`src/sam_pkg.sv`:
```
// Shared types and constants for the synchronous memory address and strobe block
package sam_pkg;
    localparam int ADDR_W      = 32;
    localparam int PIN_LO      = 9;
    localparam int PIN_HI      = 31;
    localparam int LANES       = 4;
    localparam int BLOCKS      = 2;
    localparam int GEN_PIN_TOP = 25;

    // Port size as the controller sees it
    localparam logic [1:0] PORT_8  = 2'h0;
    localparam logic [1:0] PORT_16 = 2'h1;
    localparam logic [1:0] PORT_32 = 2'h2;

    // Access size
    localparam logic [1:0] SIZE_BYTE = 2'h0;
    localparam logic [1:0] SIZE_WORD = 2'h1;
    localparam logic [1:0] SIZE_LONG = 2'h2;

    // Column line counts and per-port first extra pin and base count
    localparam logic [3:0] COL_MIN    = 4'h8;
    localparam logic [3:0] COL_MAX    = 4'hd;
    localparam int         FIRST_X8   = 19;
    localparam int         FIRST_X16  = 18;
    localparam int         FIRST_X32  = 17;
    localparam int         BASE_8     = 9;
    localparam int         BASE_16    = 8;
    localparam int         BASE_32    = 7;
    localparam int         PIN_B0_8   = 17;
    localparam int         PIN_B1     = 16;
    localparam int         PIN_C17    = 18;
    localparam int         PIN_C18    = 19;
    localparam int         COL_SUM    = 17;

    localparam logic [1:0]  SEL_IDLE_N = 2'h3;
    localparam logic [3:0]  MASK_ALL   = 4'hf;

    typedef enum logic [3:0] {
        ST_IDLE = 4'h1,
        ST_ROW  = 4'h2,
        ST_GAP  = 4'h4,
        ST_COL  = 4'h8
    } sam_state_e;

    typedef struct packed {
        logic              write;
        logic              block;
        logic [1:0]        size;
        logic              cmdBit;
        logic [ADDR_W-1:0] addr;
    } sam_req_s;

    typedef struct packed {
        logic [1:0] portSize;
        logic [3:0] colLines;
        logic       cmdOption;
        logic       powerDown;
    } sam_cfg_s;
endpackage

```
`src/sam_ctrl.sv`:
```
// Synchronous memory pin sequencer: strobes, selects, masks, clock enable, address pins
//
// Function
// - Row strobe low only while a valid row address sits on the pins.
// - Column strobe low only while a valid column address sits on the pins.
// - Write flag high for writes, low for reads.
// - Two block selects, each low only for accesses to its own block.
// - Clock enable gates the memory clock; low allows power-down or self-refresh.
// - With the command option set, clock enable carries an extra command bit.
// - Four byte-lane outputs act as data masks; unselected lanes are masked.
// - Bus clock is driven out as the memory clock.
// - Row phase pins carry same bits; column pins 20-25 carry bits 19-24.
// - Column pins 15-9 carry bits 2-8, pin 16 bit 1 below 32 bits; pin 17 bit 0 for 8-bit ports.
// - Pin 17 carries bit 16 at 32 bits; pin 18 carries bit 17 where allowed.
// - Pin 19 carries column bit 18 for 16-bit ports with nine-plus lines.
// - 8-bit, nine lines: pins 17-9 carry memory address 0-8 both phases.
// - 8-bit, ten lines: pin 19 feeds memory bit 9; pin 18 unused.
// - 8-bit, eleven lines: pin 21 feeds memory bit 10 as well.
// - Multiplexing follows the combined port width seen by the controller.
`timescale 1ns/1ps
module sam_ctrl
    import sam_pkg::*;
(
    input  wire logic                       clk,
    input  wire logic                       rst_n,
    input  wire sam_pkg::sam_cfg_s          cfg,
    input  wire logic                       reqValid,
    input  wire sam_pkg::sam_req_s          req,
    output logic                            reqReady,
    output logic                            accessDone,
    output logic                            busClockOut,
    output logic                            row_strobe_n,
    output logic                            column_strobe_n,
    output logic                            mem_write_flag,
    output logic [sam_pkg::BLOCKS-1:0]      block_select_n,
    output logic                            mem_clock_enable,
    output logic [sam_pkg::LANES-1:0]       byte_lane_mask,
    output logic [sam_pkg::ADDR_W-1:0]      addrPins
);
    import sam_pkg::*;

    sam_state_e              state_ff;
    sam_state_e              nxt_state;
    sam_req_s                reqHeld_ff;
    sam_req_s                nxt_reqHeld;
    logic                    rowStrobe_ff;
    logic                    nxt_rowStrobe;
    logic                    colStrobe_ff;
    logic                    nxt_colStrobe;
    logic                    writeFlag_ff;
    logic                    nxt_writeFlag;
    logic [BLOCKS-1:0]       blockSel_ff;
    logic [BLOCKS-1:0]       nxt_blockSel;
    logic                    cke_ff;
    logic                    nxt_cke;
    logic [LANES-1:0]        laneMask_ff;
    logic [LANES-1:0]        nxt_laneMask;
    logic [ADDR_W-1:0]       addrPins_ff;
    logic [ADDR_W-1:0]       muxPins;
    logic [ADDR_W-1:0]       muxAddr;
    logic                    muxColumn;
    logic                    done_ff;
    logic                    nxt_done;

    // Lane enables for a size and byte offset within the port; mask is their inverse
    function automatic logic [LANES-1:0] laneEnable(input logic [1:0] ps, input logic [1:0] sz,
                                                    input logic [1:0] off);
        laneEnable = 4'h0;
        case (ps)
            PORT_8:  laneEnable = 4'h8;
            PORT_16:
            begin
                if (sz == SIZE_BYTE)
                    laneEnable = off[0] ? 4'h4 : 4'h8;
                else
                    laneEnable = 4'hc;
            end
            PORT_32:
            begin
                case (sz)
                    SIZE_BYTE: laneEnable = 4'h8 >> off;
                    SIZE_WORD: laneEnable = off[1] ? 4'h3 : 4'hc;
                    default:   laneEnable = MASK_ALL;
                endcase
            end
            default: laneEnable = MASK_ALL;
        endcase
    endfunction

    // Memory clock leaves the chip as the bus clock itself
    assign busClockOut = clk;

    // Requests are only taken between accesses
    assign reqReady = (state_ff == ST_IDLE);

    // Row address comes from the incoming request, column from the held one
    assign muxAddr   = (state_ff == ST_IDLE) ? req.addr : reqHeld_ff.addr;
    assign muxColumn = (nxt_state == ST_COL);

    // Scheme chosen from the combined port width, not the single part width
    sam_addr_mux uMux (
        .addr        (muxAddr),
        .columnPhase (muxColumn),
        .portSize    (cfg.portSize),
        .colLines    (cfg.colLines),
        .pins        (muxPins)
    );

    always_comb
    begin
        nxt_state   = state_ff;
        nxt_reqHeld = reqHeld_ff;
        case (state_ff)
            ST_IDLE:
            begin
                if (reqValid)
                begin
                    nxt_state   = ST_ROW;
                    nxt_reqHeld = req;
                end
            end
            // One idle clock between row and column gives the memory its row delay
            ST_ROW:  nxt_state = ST_GAP;
            ST_GAP:  nxt_state = ST_COL;
            ST_COL:  nxt_state = ST_IDLE;
            default: nxt_state = ST_IDLE;
        endcase
    end

    always_comb
    begin
        nxt_rowStrobe = (nxt_state == ST_ROW);
        nxt_colStrobe = (nxt_state == ST_COL);
        nxt_done      = (nxt_state == ST_COL);
        nxt_writeFlag = writeFlag_ff;
        nxt_blockSel  = 2'h0;
        nxt_laneMask  = MASK_ALL;
        if (nxt_state == ST_ROW || nxt_state == ST_COL)
            nxt_blockSel = 2'h1 << nxt_reqHeld.block;
        if (nxt_state == ST_COL)
        begin
            nxt_writeFlag = nxt_reqHeld.write;
            nxt_laneMask  = ~laneEnable(cfg.portSize, nxt_reqHeld.size, nxt_reqHeld.addr[1:0]);
        end
        // Externally multiplexed designs reuse clock enable as a command bit
        if (cfg.cmdOption)
            nxt_cke = (nxt_state == ST_IDLE) ? 1'b1 : nxt_reqHeld.cmdBit;
        else
            nxt_cke = ~cfg.powerDown;
    end

    always_ff @(posedge clk or negedge rst_n)
    begin
        if (!rst_n)
        begin
            state_ff     <= ST_IDLE;
            reqHeld_ff   <= '0;
            rowStrobe_ff <= 1'b0;
            colStrobe_ff <= 1'b0;
            writeFlag_ff <= 1'b0;
            blockSel_ff  <= 2'h0;
            cke_ff       <= 1'b0;
            laneMask_ff  <= MASK_ALL;
            addrPins_ff  <= '0;
            done_ff      <= 1'b0;
        end
        else
        begin
            state_ff     <= nxt_state;
            reqHeld_ff   <= nxt_reqHeld;
            rowStrobe_ff <= nxt_rowStrobe;
            colStrobe_ff <= nxt_colStrobe;
            writeFlag_ff <= nxt_writeFlag;
            blockSel_ff  <= nxt_blockSel;
            cke_ff       <= nxt_cke;
            laneMask_ff  <= nxt_laneMask;
            addrPins_ff  <= muxPins;
            done_ff      <= nxt_done;
        end
    end

    // Block selects are separate pins from the row strobe by construction
    assign row_strobe_n     = ~rowStrobe_ff;
    assign column_strobe_n  = ~colStrobe_ff;
    assign mem_write_flag   = writeFlag_ff;
    assign block_select_n   = ~blockSel_ff;
    assign mem_clock_enable = cke_ff;
    assign byte_lane_mask   = laneMask_ff;
    assign addrPins         = addrPins_ff;
    assign accessDone       = done_ff;

    row_then_col_a: assert property (@(posedge clk) disable iff (!rst_n)
        $fell(row_strobe_n) |-> ##1 column_strobe_n ##1 !column_strobe_n && row_strobe_n)
        else $error("column strobe not two clocks after row strobe");

    row_addr_a: assert property (@(posedge clk) disable iff (!rst_n)
        !row_strobe_n |-> addrPins[PIN_HI:PIN_LO] == reqHeld_ff.addr[PIN_HI:PIN_LO])
        else $error("row address wrong while row strobe low");

    col_low_pins_a: assert property (@(posedge clk) disable iff (!rst_n)
        !column_strobe_n |-> addrPins[9] == reqHeld_ff.addr[8] && addrPins[15] == reqHeld_ff.addr[2])
        else $error("column bits 2 to 8 misplaced");

    col_high_pins_a: assert property (@(posedge clk) disable iff (!rst_n)
        !column_strobe_n && cfg.portSize == PORT_16 && cfg.colLines == 4'ha
        |-> addrPins[20] == reqHeld_ff.addr[19] && addrPins[21] == 1'b0)
        else $error("16-bit ten-line column mapping wrong");

    write_flag_a: assert property (@(posedge clk) disable iff (!rst_n)
        !column_strobe_n |-> mem_write_flag == reqHeld_ff.write)
        else $error("write flag does not match access direction");

    block_sel_a: assert property (@(posedge clk) disable iff (!rst_n)
        (!row_strobe_n || !column_strobe_n) |-> !block_select_n[reqHeld_ff.block]
        && block_select_n[~reqHeld_ff.block])
        else $error("wrong block selected");

    idle_sel_a: assert property (@(posedge clk) disable iff (!rst_n)
        (row_strobe_n && column_strobe_n) |-> block_select_n == SEL_IDLE_N)
        else $error("block select low outside a command");

    long_mask_a: assert property (@(posedge clk) disable iff (!rst_n)
        !column_strobe_n && cfg.portSize == PORT_32 && reqHeld_ff.size == SIZE_LONG
        |-> byte_lane_mask == 4'h0)
        else $error("long access masked a lane");

    cke_power_a: assert property (@(posedge clk) disable iff (!rst_n)
        !cfg.cmdOption && cfg.powerDown |=> !mem_clock_enable || $past(cfg.cmdOption, 1) != 1'b0)
        else $error("clock enable high during power-down");

    cke_cmd_a: assert property (@(posedge clk) disable iff (!rst_n)
        cfg.cmdOption && $stable(cfg.cmdOption) && !column_strobe_n
        |-> mem_clock_enable == reqHeld_ff.cmdBit)
        else $error("clock enable does not carry command bit");

    cover_write_c: cover property (@(posedge clk) disable iff (!rst_n)
        !column_strobe_n && mem_write_flag);
    cover_read_c: cover property (@(posedge clk) disable iff (!rst_n)
        !column_strobe_n && !mem_write_flag && cfg.portSize == PORT_8);
    cover_block1_c: cover property (@(posedge clk) disable iff (!rst_n)
        !row_strobe_n && !block_select_n[1]);
    cover_b2b_c: cover property (@(posedge clk) disable iff (!rst_n)
        accessDone ##2 !row_strobe_n);
endmodule

```
`src/sam_addr_mux.sv`:
```
// Row and column multiplexing of byte-address bits onto the shared address pins
`timescale 1ns/1ps
module sam_addr_mux
    import sam_pkg::*;
(
    input  wire logic [sam_pkg::ADDR_W-1:0] addr,
    input  wire logic                       columnPhase,
    input  wire logic [1:0]                 portSize,
    input  wire logic [3:0]                 colLines,
    output logic      [sam_pkg::ADDR_W-1:0] pins
);
    // Whether pin p carries a column bit for this port size and line count
    function automatic logic colUsed(input int p, input logic [1:0] ps, input logic [3:0] cl);
        int first;
        int base;
        int k;
        first = (ps == PORT_8) ? FIRST_X8 : ((ps == PORT_16) ? FIRST_X16 : FIRST_X32);
        base  = (ps == PORT_8) ? BASE_8 : ((ps == PORT_16) ? BASE_16 : BASE_32);
        k     = p - first;
        colUsed = 1'b0;
        if (p < PIN_B1)
            colUsed = 1'b1;
        else if (p == PIN_B1)
            colUsed = (ps != PORT_32);
        else if (p == PIN_B0_8 && ps == PORT_8)
            colUsed = 1'b1;
        else if (p == PIN_C17 && ps == PORT_32 && cl == COL_MIN)
            colUsed = 1'b1;
        else if (p == PIN_C18 && ps == PORT_16 && cl > COL_MIN)
            colUsed = 1'b1;
        else if (k >= 0 && k[0] == 1'b0 && (k / 2) < (int'(cl) - base))
            colUsed = 1'b1;
    endfunction

    genvar g;
    generate
        for (g = 0; g < ADDR_W; g++)
        begin : gPin
            if (g < PIN_LO)
            begin : gLow
                assign pins[g] = 1'b0;
            end
            else if (g < PIN_B0_8)
            begin : gLowCol
                // Pins 15 down to 9 carry bits 2 to 8; pin 16 carries bit 1 below 32 bits
                assign pins[g] = columnPhase ? (addr[COL_SUM - g] & colUsed(g, portSize, colLines))
                                             : addr[g];
            end
            else if (g == PIN_B0_8)
            begin : gPin17
                assign pins[g] = columnPhase ? ((portSize == PORT_8) ? addr[0] : (addr[g-1]
                                 & colUsed(g, portSize, colLines))) : addr[g];
            end
            else
            begin : gHigh
                // Upper pins carry the next lower bit in the column phase
                assign pins[g] = columnPhase ? (addr[g-1] & colUsed(g, portSize, colLines))
                                             : addr[g];
            end
        end
    endgenerate
endmodule

```
`config.mk`:
```
export PLATFORM = sky130hd
export DESIGN_NAME = sam_ctrl
export DESIGN_NICKNAME = d
export VERILOG_FILES = /design/src/sam_pkg.sv /design/src/sam_ctrl.sv /design/src/sam_addr_mux.sv
export SDC_FILE = /design/constraint.sdc
export NUM_CORES = 1
export LEC_CHECK = 0
export ABC_CLOCK_PERIOD_IN_PS = 2400
export BUFFER_PORTS_ARGS = -buffer_cell sky130_fd_sc_hd__buf_2
export CAP_MARGIN = 20
export CORE_MARGIN = 3
export CORE_UTILIZATION = 37
export DETAILED_ROUTE_END_ITERATION = 10
export PLACE_DENSITY = 0.54
export SYNTH_ARGS = -nofsm -noshare
export SYNTH_HDL_FRONTEND = slang
export SYNTH_SLANG_ARGS = --single-unit
```
`constraint.sdc`:
```
create_clock -name clk -period 2.4 [get_ports clk]
set_input_delay 0.12 -clock clk [delete_from_list [all_inputs] [get_ports clk]]
set_output_delay 0.12 -clock clk [all_outputs]
set_load 0.005 [all_outputs]
```
== Word level (Yosys, flattened, before mapping) ==
Cells that the tools add are included.
Storage, ports and cells
  register bits: 74
  input port bits: 48
  output and inout bits: 45
  logic and storage cells: 237
Operators by class
  add/subtract/negate cells: 31
  magnitude comparators: 31
  equality and inequality tests: 11
  shifts and indexed selects: 2
  mux-type cells: 61
  bitwise gates (word level): 51
  reduce and logical (&&, ||, !) cells: 36
Operators by type and width (count)
  32-bit by 1-bit adder with 32-bit output: 15
  32-bit by 1-bit >= comparator with 1-bit output (second input constant): 15
  32-bit less-than comparator: 15
  6-bit by 32-bit subtractor with 32-bit output (first input constant): 15
  37-bit two-way mux: 2
  1-bit two-way mux: 44
  1-bit logical AND: 32
  32-bit two-way mux: 1
  4-bit two-way mux: 8
  5-bit by 32-bit subtractor with 32-bit output: 1
  1-bit bitwise AND: 31
  4-bit one-hot mux with 3 select lines: 2
  1-bit inverter: 18
  4-bit by 1-bit == test with 1-bit output (second input constant): 2
  4-bit by 2-bit == test with 1-bit output (second input constant): 2
  4-bit == test (second input constant): 2
  4-bit one-hot mux with 2 select lines: 1
  2-bit two-way mux: 3
  2-bit by 1-bit == test with 1-bit output (second input constant): 2
  4-bit by 3-bit == test with 1-bit output (second input constant): 1
  4-bit greater-than comparator (second input constant): 1
  2-bit zero test: 2
  4-bit inverter: 1
  4-bit by 2-bit >> shifter with 4-bit output (first input constant): 1
  6 further kinds: 6

== Longest topological paths before layout ==
Gate-level depths: netlist (run 1).
  depth after elaboration: 13
  depth in mapped cells: 14
  gate-level depth less buffers: 13

== By module ==
A second synthesis (run 1) with hierarchy kept.
Unflattened totals
  cells, all modules: 450
  area, all modules: 4514.3 µm²
Modules (own cells, without submodules)
  sam_ctrl: times used 1, cells each 278, area each 3244.4 µm², seq. area each 2083.2 µm²
  sam_addr_mux: times used 1, cells each 172, area each 1270.0 µm², seq. area each 0.0 µm²

==> impl_metrics.tcl, run 1 <==
set metrics [dict create \
    post_cts_buffers 0 \
    layout-drive-gt1-share_pct 29.02 \
    power_density_mw_per_mm2 1026 \
    layout.nets 649 \
    antenna_found_initial 0 \
    grt_util_all_layers_pct 18.49 \
    seq_area_mm2 0.001858 \
    finalHoldViolCount 0 \
    syn_area_mm2 0.003979 \
    rrSetupSlack_ps 470 \
    min_period_ps 2288 \
    timing.setup.critical_path_class "in2reg" \
    ant_nets 0 \
    synth_top_area_share_pct 43.40 \
    hp-class "in2reg" \
    core_area_mm2 0.01037 \
    ys_types 54 \
    design.portCount 93 \
    fp.dieArea_mm2 0.01203 \
    avgRoutedWirePerCell_um 14.35 \
    place_ws_ps -353.3 \
    fillers 994 \
    synthMostInstantiatedCell "nand2_1" \
    die_y_um 109.7 \
    arrival_ps 2680 \
    vias 3446 \
    clk_latency_ps 460 \
    yosys-top-cells-count "nand2_1, dfrtp_1, ha_1" \
    cp_max_fo 4 \
    drtIter0Drc 182 \
    required_ps 2800 \
    yosys-top-cells-area "dfrtp_1, nand2_1, ha_1, mux2i_1, dfstp_2" \
    worst_slack_ps 112.2 \
    area_growth_pct 37.58 \
    syn_inst 416 \
    core.rowCount 37 \
    setup_viol 0 \
    cp-start-kind "input pin" \
    grt_setup_unrepaired "false" \
    synth_top_cell_by_area "dfrtp_1" \
    synthSimpleGateAreaFrac_pct 18.24 \
    relSlewSlack_pct 54.94 \
    routed_wirelength_um 10260 \
    leakagePower_nw 2.818 \
    yosysWarningCount 0 \
    start_util_pct 38.37 \
    overflow 0 \
    route.detailed.drc 0 \
    synth_xor_area_share_pct 0.2201 \
    synth-compound-area-share_pct 13.30 \
    max_freq_ghz 0.4371 \
    synthMuxAreaShare_pct 5.126 \
    chipWidth_um 109.7 \
    cts_tree "yes" \
    avgSynthCellArea_um2 9.564 \
    status "completed" \
    grt_max_degree 50 \
    skew_ps 9.380 \
    drt-vias-per-instance 4.820 \
    hold_ws_ps 52.30 \
    n_antenna_cell 0 \
    place_congestion 0.8541 \
    holdBufCountCts 41 \
    synthAdderAreaFrac_pct 8.868 \
    ys_seq_area_share_pct 46.70 \
    dp_hpwl_um 7384 \
    cts_resized 0 \
    grt_pass1_vias 3408 \
    peakVddDrop_uv 554.7 \
    ys_async_sr_fraction_pct 100.0 \
    tightest_slew_ps 675.9 \
    dr.pass1.iters 5 \
    path_clk_slew_ps 70 \
    report.final.slew_viol_count 0 \
    critPathCaptureType "flop" \
    synth_top_family_by_area "simple AND/OR/NAND/NOR gates" \
    finalCritPeriodShare_pct 95.32 \
    ys_ff_latch 74 \
    grt_first_pass_wirelength_um 16870 \
    multi_input_area_mm2 0.001961 \
    synth-main-ff-cell "dfrtp_1" \
    io_buffer_count 83 \
    cap_violations 0 \
    synth_edf_count 0 \
]
[sequential cells by signal (all words and copies together) (netlist names), 2 cells and up]
signal / flops
blockSel_ff: 2
addrPins: 23
byte_lane_mask: 4
state_ff: 4
reqHeld_ff: 37
[routing by layer]
layer	vias to the layer above	wire length (µm)	track usage (%)	share of wire, %
li1	1717	-	-	-
met3	15	480	4.815	4.7
met4	0	154	6.679	1.5
met2	85	4899	29.16	48
met1	1629	4725	24.52	46
met5	-	0	0	0
[worst paths after layout]
check	startpoint	to	cells after the start
setup / recovery	cfg[7]	addrPins[17]	14
setup reg to reg	state_ff[0]	addrPins[23]	4
max in group asynchronous	rst_n	state_ff[0]	3
hold reg to reg	reqHeld_ff[29]	reqHeld_ff[29]	2
min in group asynchronous	rst_n	addrPins[24]	2
hold / removal	cfg[6]	byte_lane_mask[2]	4
[cell families after synthesis]
group           Yosys count
flops                    74
compound gates           78
simple gates            161
fa+ha+maj                27
xor+xnor                  1
buf+inv                  53
other cells               2
mux                      20
[critical path: stages]
cell      delay, ps
buf_2           150
and2b_2         240
inv_2            70
ha_4            120
inv_1            50
fa_2            350
a21o_1          200
a21o_1          190
ha_1            200
or4_1           520
a21oi_1         110
o21ai_0          90
o211ai_1        100
a221o_2         160
[area by class of cell]
class                   instances  share of cell area [%]
clock buffers                  16                   3.863
clock inverters                 4                   1.326
inverters                      23                   1.646
multi-input cells             304                   35.82
flip-flops and latches         74                   33.94
well taps                     136                   3.109
repair buffers                158                   20.30
[layout by cell type, fill, tap and decap left out, types with 3 or more instances in the layout]
master	synthesis	final
dfstp_2	5	5
a31oi_1	5	5
a22oi_1	4	4
o31ai_1	3	3
nand2b_1	3	3
mux2_2	3	3
nor3_1	9	8
dfrtp_1	69	69
ha_1	25	21
o21ai_0	12	11
inv_1	22	20
a21oi_1	24	24
conb_1	2	17
buf_2	4	82
ha_4	0	4
nand4_1	3	3
mux2i_1	17	17
nand2_1	115	114
buf_4	17	34
nor2_1	12	12
o32ai_1	11	11
dlygate4sd3_1	0	41
a21o_1	4	4
a211oi_1	3	3
clkbuf_8	1	15
[report_power, final]
| part | internal, mW | switching [mW] | leakage (nW) |
|---|---|---|---|
| sequential | 1.81 | 0.248 | 0.908 |
| combinational | 1.02 | 1.25 | 1.77 |
| clock | 0.786 | 0.498 | 0.144 |
[through the flow]
stage | power, mW | std cells | util [%] | instance area [µm²] | TNS (ps)
after CTS | 5.689 | 715 | 52.79 | 5474 | 0
final | 5.616 | 715 | 52.79 | 5474 | 0
after global routing | 6.119 | 715 | 52.79 | 5474 | 0
after floorplan | 3.544 | 431 | - | 4129 | -521.8
after detailed placement | 4.347 | 655 | 46.14 | 4785 | -2649
after global placement | 4.297 | 655 | 46.14 | 4785 | -1913
(Power assumes the default switching activity.)
==> run 2, diff against run 1 <==
Settings changed: CELL_PAD_IN_SITES_DETAIL_PLACEMENT from default to 1, CELL_PAD_IN_SITES_GLOBAL_PLACEMENT from default to 2, CORE_UTILIZATION 37 to 33, PLACE_DENSITY 0.54 to 0.76.
==> run 2 against run 1 <==
Compared with the run above: critical path depth is the same; sequential power about the same; non-clock buffer count grew 3; worst setup slack better by 37 ps; die area grew 11%; register-to-register slack worse by 290 ps; first-iteration DRC count shrank 53%; maximum frequency up 1.6%; clock skew shrank 3.4 ps; clock-buffer cell count unchanged; critical path type unchanged; largest power group unchanged.
==> impl_metrics.tcl, run 2 (synthesized netlist as in run 1, its figures left out) <==
set metrics [dict create \
    status "completed" \
    route.detailed.drc 0 \
    combPwrFrac_pct 39.0 \
    worst_r2r_path_depth 6 \
    final_common_cell "nand2_1" \
    peakVddDrop_uv 485.4 \
    rrSetupSlack_ps 180 \
    dp_cells 663 \
    max_stage_delay_ps 530 \
    cap_violations 0 \
    timing.setup.critical_path_class "in2reg" \
    finalCritPeriodShare_pct 93.78 \
    worstHoldEndpoint "byte_lane_mask[2]" \
    stdcell_area_mm2 0.005609 \
    p_total_mw 5.978 \
    skew_ps 6.012 \
    largest_reg_flops 37 \
    start_util_pct 34.26 \
    timing.critical_path.from "cfg[7]" \
    fp.dieArea_mm2 0.01341 \
    routed_wirelength_um 11850 \
    internal_power_mw 3.848 \
    cp_slowest_cell "or4_4" \
    worst_slack_ps 149.2 \
    grt_first_pass_wirelength_um 19100 \
    max_freq_ghz 0.4443 \
    area_growth_pct 40.97 \
    multi_input_area_mm2 0.001972 \
    placed_cell_area_mm2 0.004801 \
    required_ps 2790 \
    die_y_um 115.8 \
    grt_setup_unrepaired "false" \
    setup_viol 0 \
    clk_latency_ps 440 \
    power_density_mw_per_mm2 1066 \
    p_clk_share_pct 26.0 \
    dr.pass1.iters 4 \
    critPathCaptureType "flop" \
    cp-start-kind "input pin" \
    swShare_pct 35.63 \
    place_congestion 0.8227 \
    vias 3542 \
    cp_cell_sequence "buf_4 -> and2b_2 -> inv_2 -> ha_4 -> inv_1 -> fa_2 -> a21o_1 -> a21o_1 -> ha_1 -> or4_4 -> a21oi_2 -> o21ai_1 -> o211ai_1 -> a221o_2" \
    timing.critical_path.buf_inv 3 \
    dp_hpwl_um 8570 \
    hold_depth 3 \
    final_core_util_pct 48.30 \
    layout.nets 652 \
    drtIter0Drc 85 \
    place_ws_ps -351.1 \
    hold_start "cfg[7]" \
    timing.critical_path.mode_cell "a21o_1" \
    cp_max_fo 4 \
    finalHoldViolCount 0 \
    cts_tree "yes" \
    overflow 0 \
    tightest_slew_ps 602.9 \
    design.portCount 93 \
    core.rowCount 39 \
    hp-class "in2reg" \
    timing.rr.end "mem_clock_enable" \
    grt_pass1_vias 3838 \
    leakagePower_nw 2.875 \
    grt_util_all_layers_pct 18.49 \
    min_period_ps 2251 \
    layout-drive-gt1-share_pct 29.90 \
    io_buffer_count 83 \
    seq_area_mm2 0.001858 \
    relSlewSlack_pct 59.43 \
    switchingPower_mw 2.130 \
    fillers 1349 \
    ant_nets 0 \
    core_area_mm2 0.01161 \
    grt_max_degree 63 \
    cp_top_family "compound AO/OA/AOI/OAI gates" \
    report.final.slew_viol_count 0 \
    final_cell_mix "nand2_1, buf_2, dfrtp_1" \
    path_clk_slew_ps 60 \
    avgRoutedWirePerCell_um 16.32 \
    chipWidth_um 115.8 \
    antenna_found_initial 1 \
    reg2reg_from "state_ff[1]" \
    largest_register "reqHeld_ff" \
    power_frac_seq_pct 34.9 \
    arrival_ps 2640 \
    drt-vias-per-instance 4.879 \
    stdcell_count 726 \
]
==> run 2: cell count changes in the layout (fill, tap and decap cells not counted), sizes merged <==
cell | before | now
buf | 118 | 121
bufinv | 2 | 0
clkinv | 2 | 3
clkinvlp | 2 | 3
diode | 0 | 1
==> run 2: worst max path at each step <==
stage	to	slack (ps)	cells after the start
global placement	addrPins[17]	-260	14
finish	addrPins[17]	150	14
floorplan	addrPins[17]	-260	14
detailed placement	addrPins[17]	-350	13
CTS	addrPins[17]	100	13
global route	addrPins[17]	20	14
==> run 2: through the flow <==
step	hold slack (ps)	TNS, ps
2_1_floorplan	-175.6	-521.8
4_1_cts	40.00	0
5_1_grt	20.89	0
3_5_place_dp	-23.71	-3523
6_report	16.55	0
3_3_place_gp	-24.42	-2036
==> run 2: power by group through the flow <==
stage / Sequential [mW] / Combinational (mW) / Clock (mW)
6_report: 2.09 / 2.33 / 1.56
4_1_cts: 2.09 / 2.36 / 1.60
3_3_place_gp: 2.09 / 2.22 / 0.0181
3_5_place_dp: 2.11 / 2.28 / 0.0181
5_1_grt: 2.15 / 2.65 / 1.66
2_1_floorplan: 2.06 / 1.46 / 0.0270
==> run 2: area by class of cell <==
type | count | share of cell area [%]
Inverter | 23 | 1.606
Timing Repair Buffer | 161 | 20.25
Multi-Input combinational cell | 304 | 35.16
Clock buffer | 16 | 6.179
Sequential cell | 74 | 33.13
Antenna cell | 1 | 0.04461
Clock inverter | 4 | 0.4461
Tap cell | 143 | 3.190
==> run 2: worst reg2reg max path, stage by stage, from the launching register on <==
cell and delay [ps]:
dfrtp_1 410, or4b_1 550, clkinv_1 200, nor2_1 90, o221ai_1 180, o21ai_0 110
dlygate4sd3_1 570
==> run 2: what timing repair did <==
action,4_1_cts,5_1_grt
endpoints found under the setup margin,0,1
setup buffers,0,2
resized for setup,0,5
hold endpoints to repair,118,0
hold buffers,41,0
==> run 2: metal layers <==
metal / global-route usage, % / up-vias / part of all wire (%)
li1: - / 1722 / -
met1: 22.94 / 1741 / 45
met2: 31.91 / 63 / 51
met3: 2.977 / 16 / 3.1
met4: 7.811 / 0 / 1.9
met5: 0 / - / 0
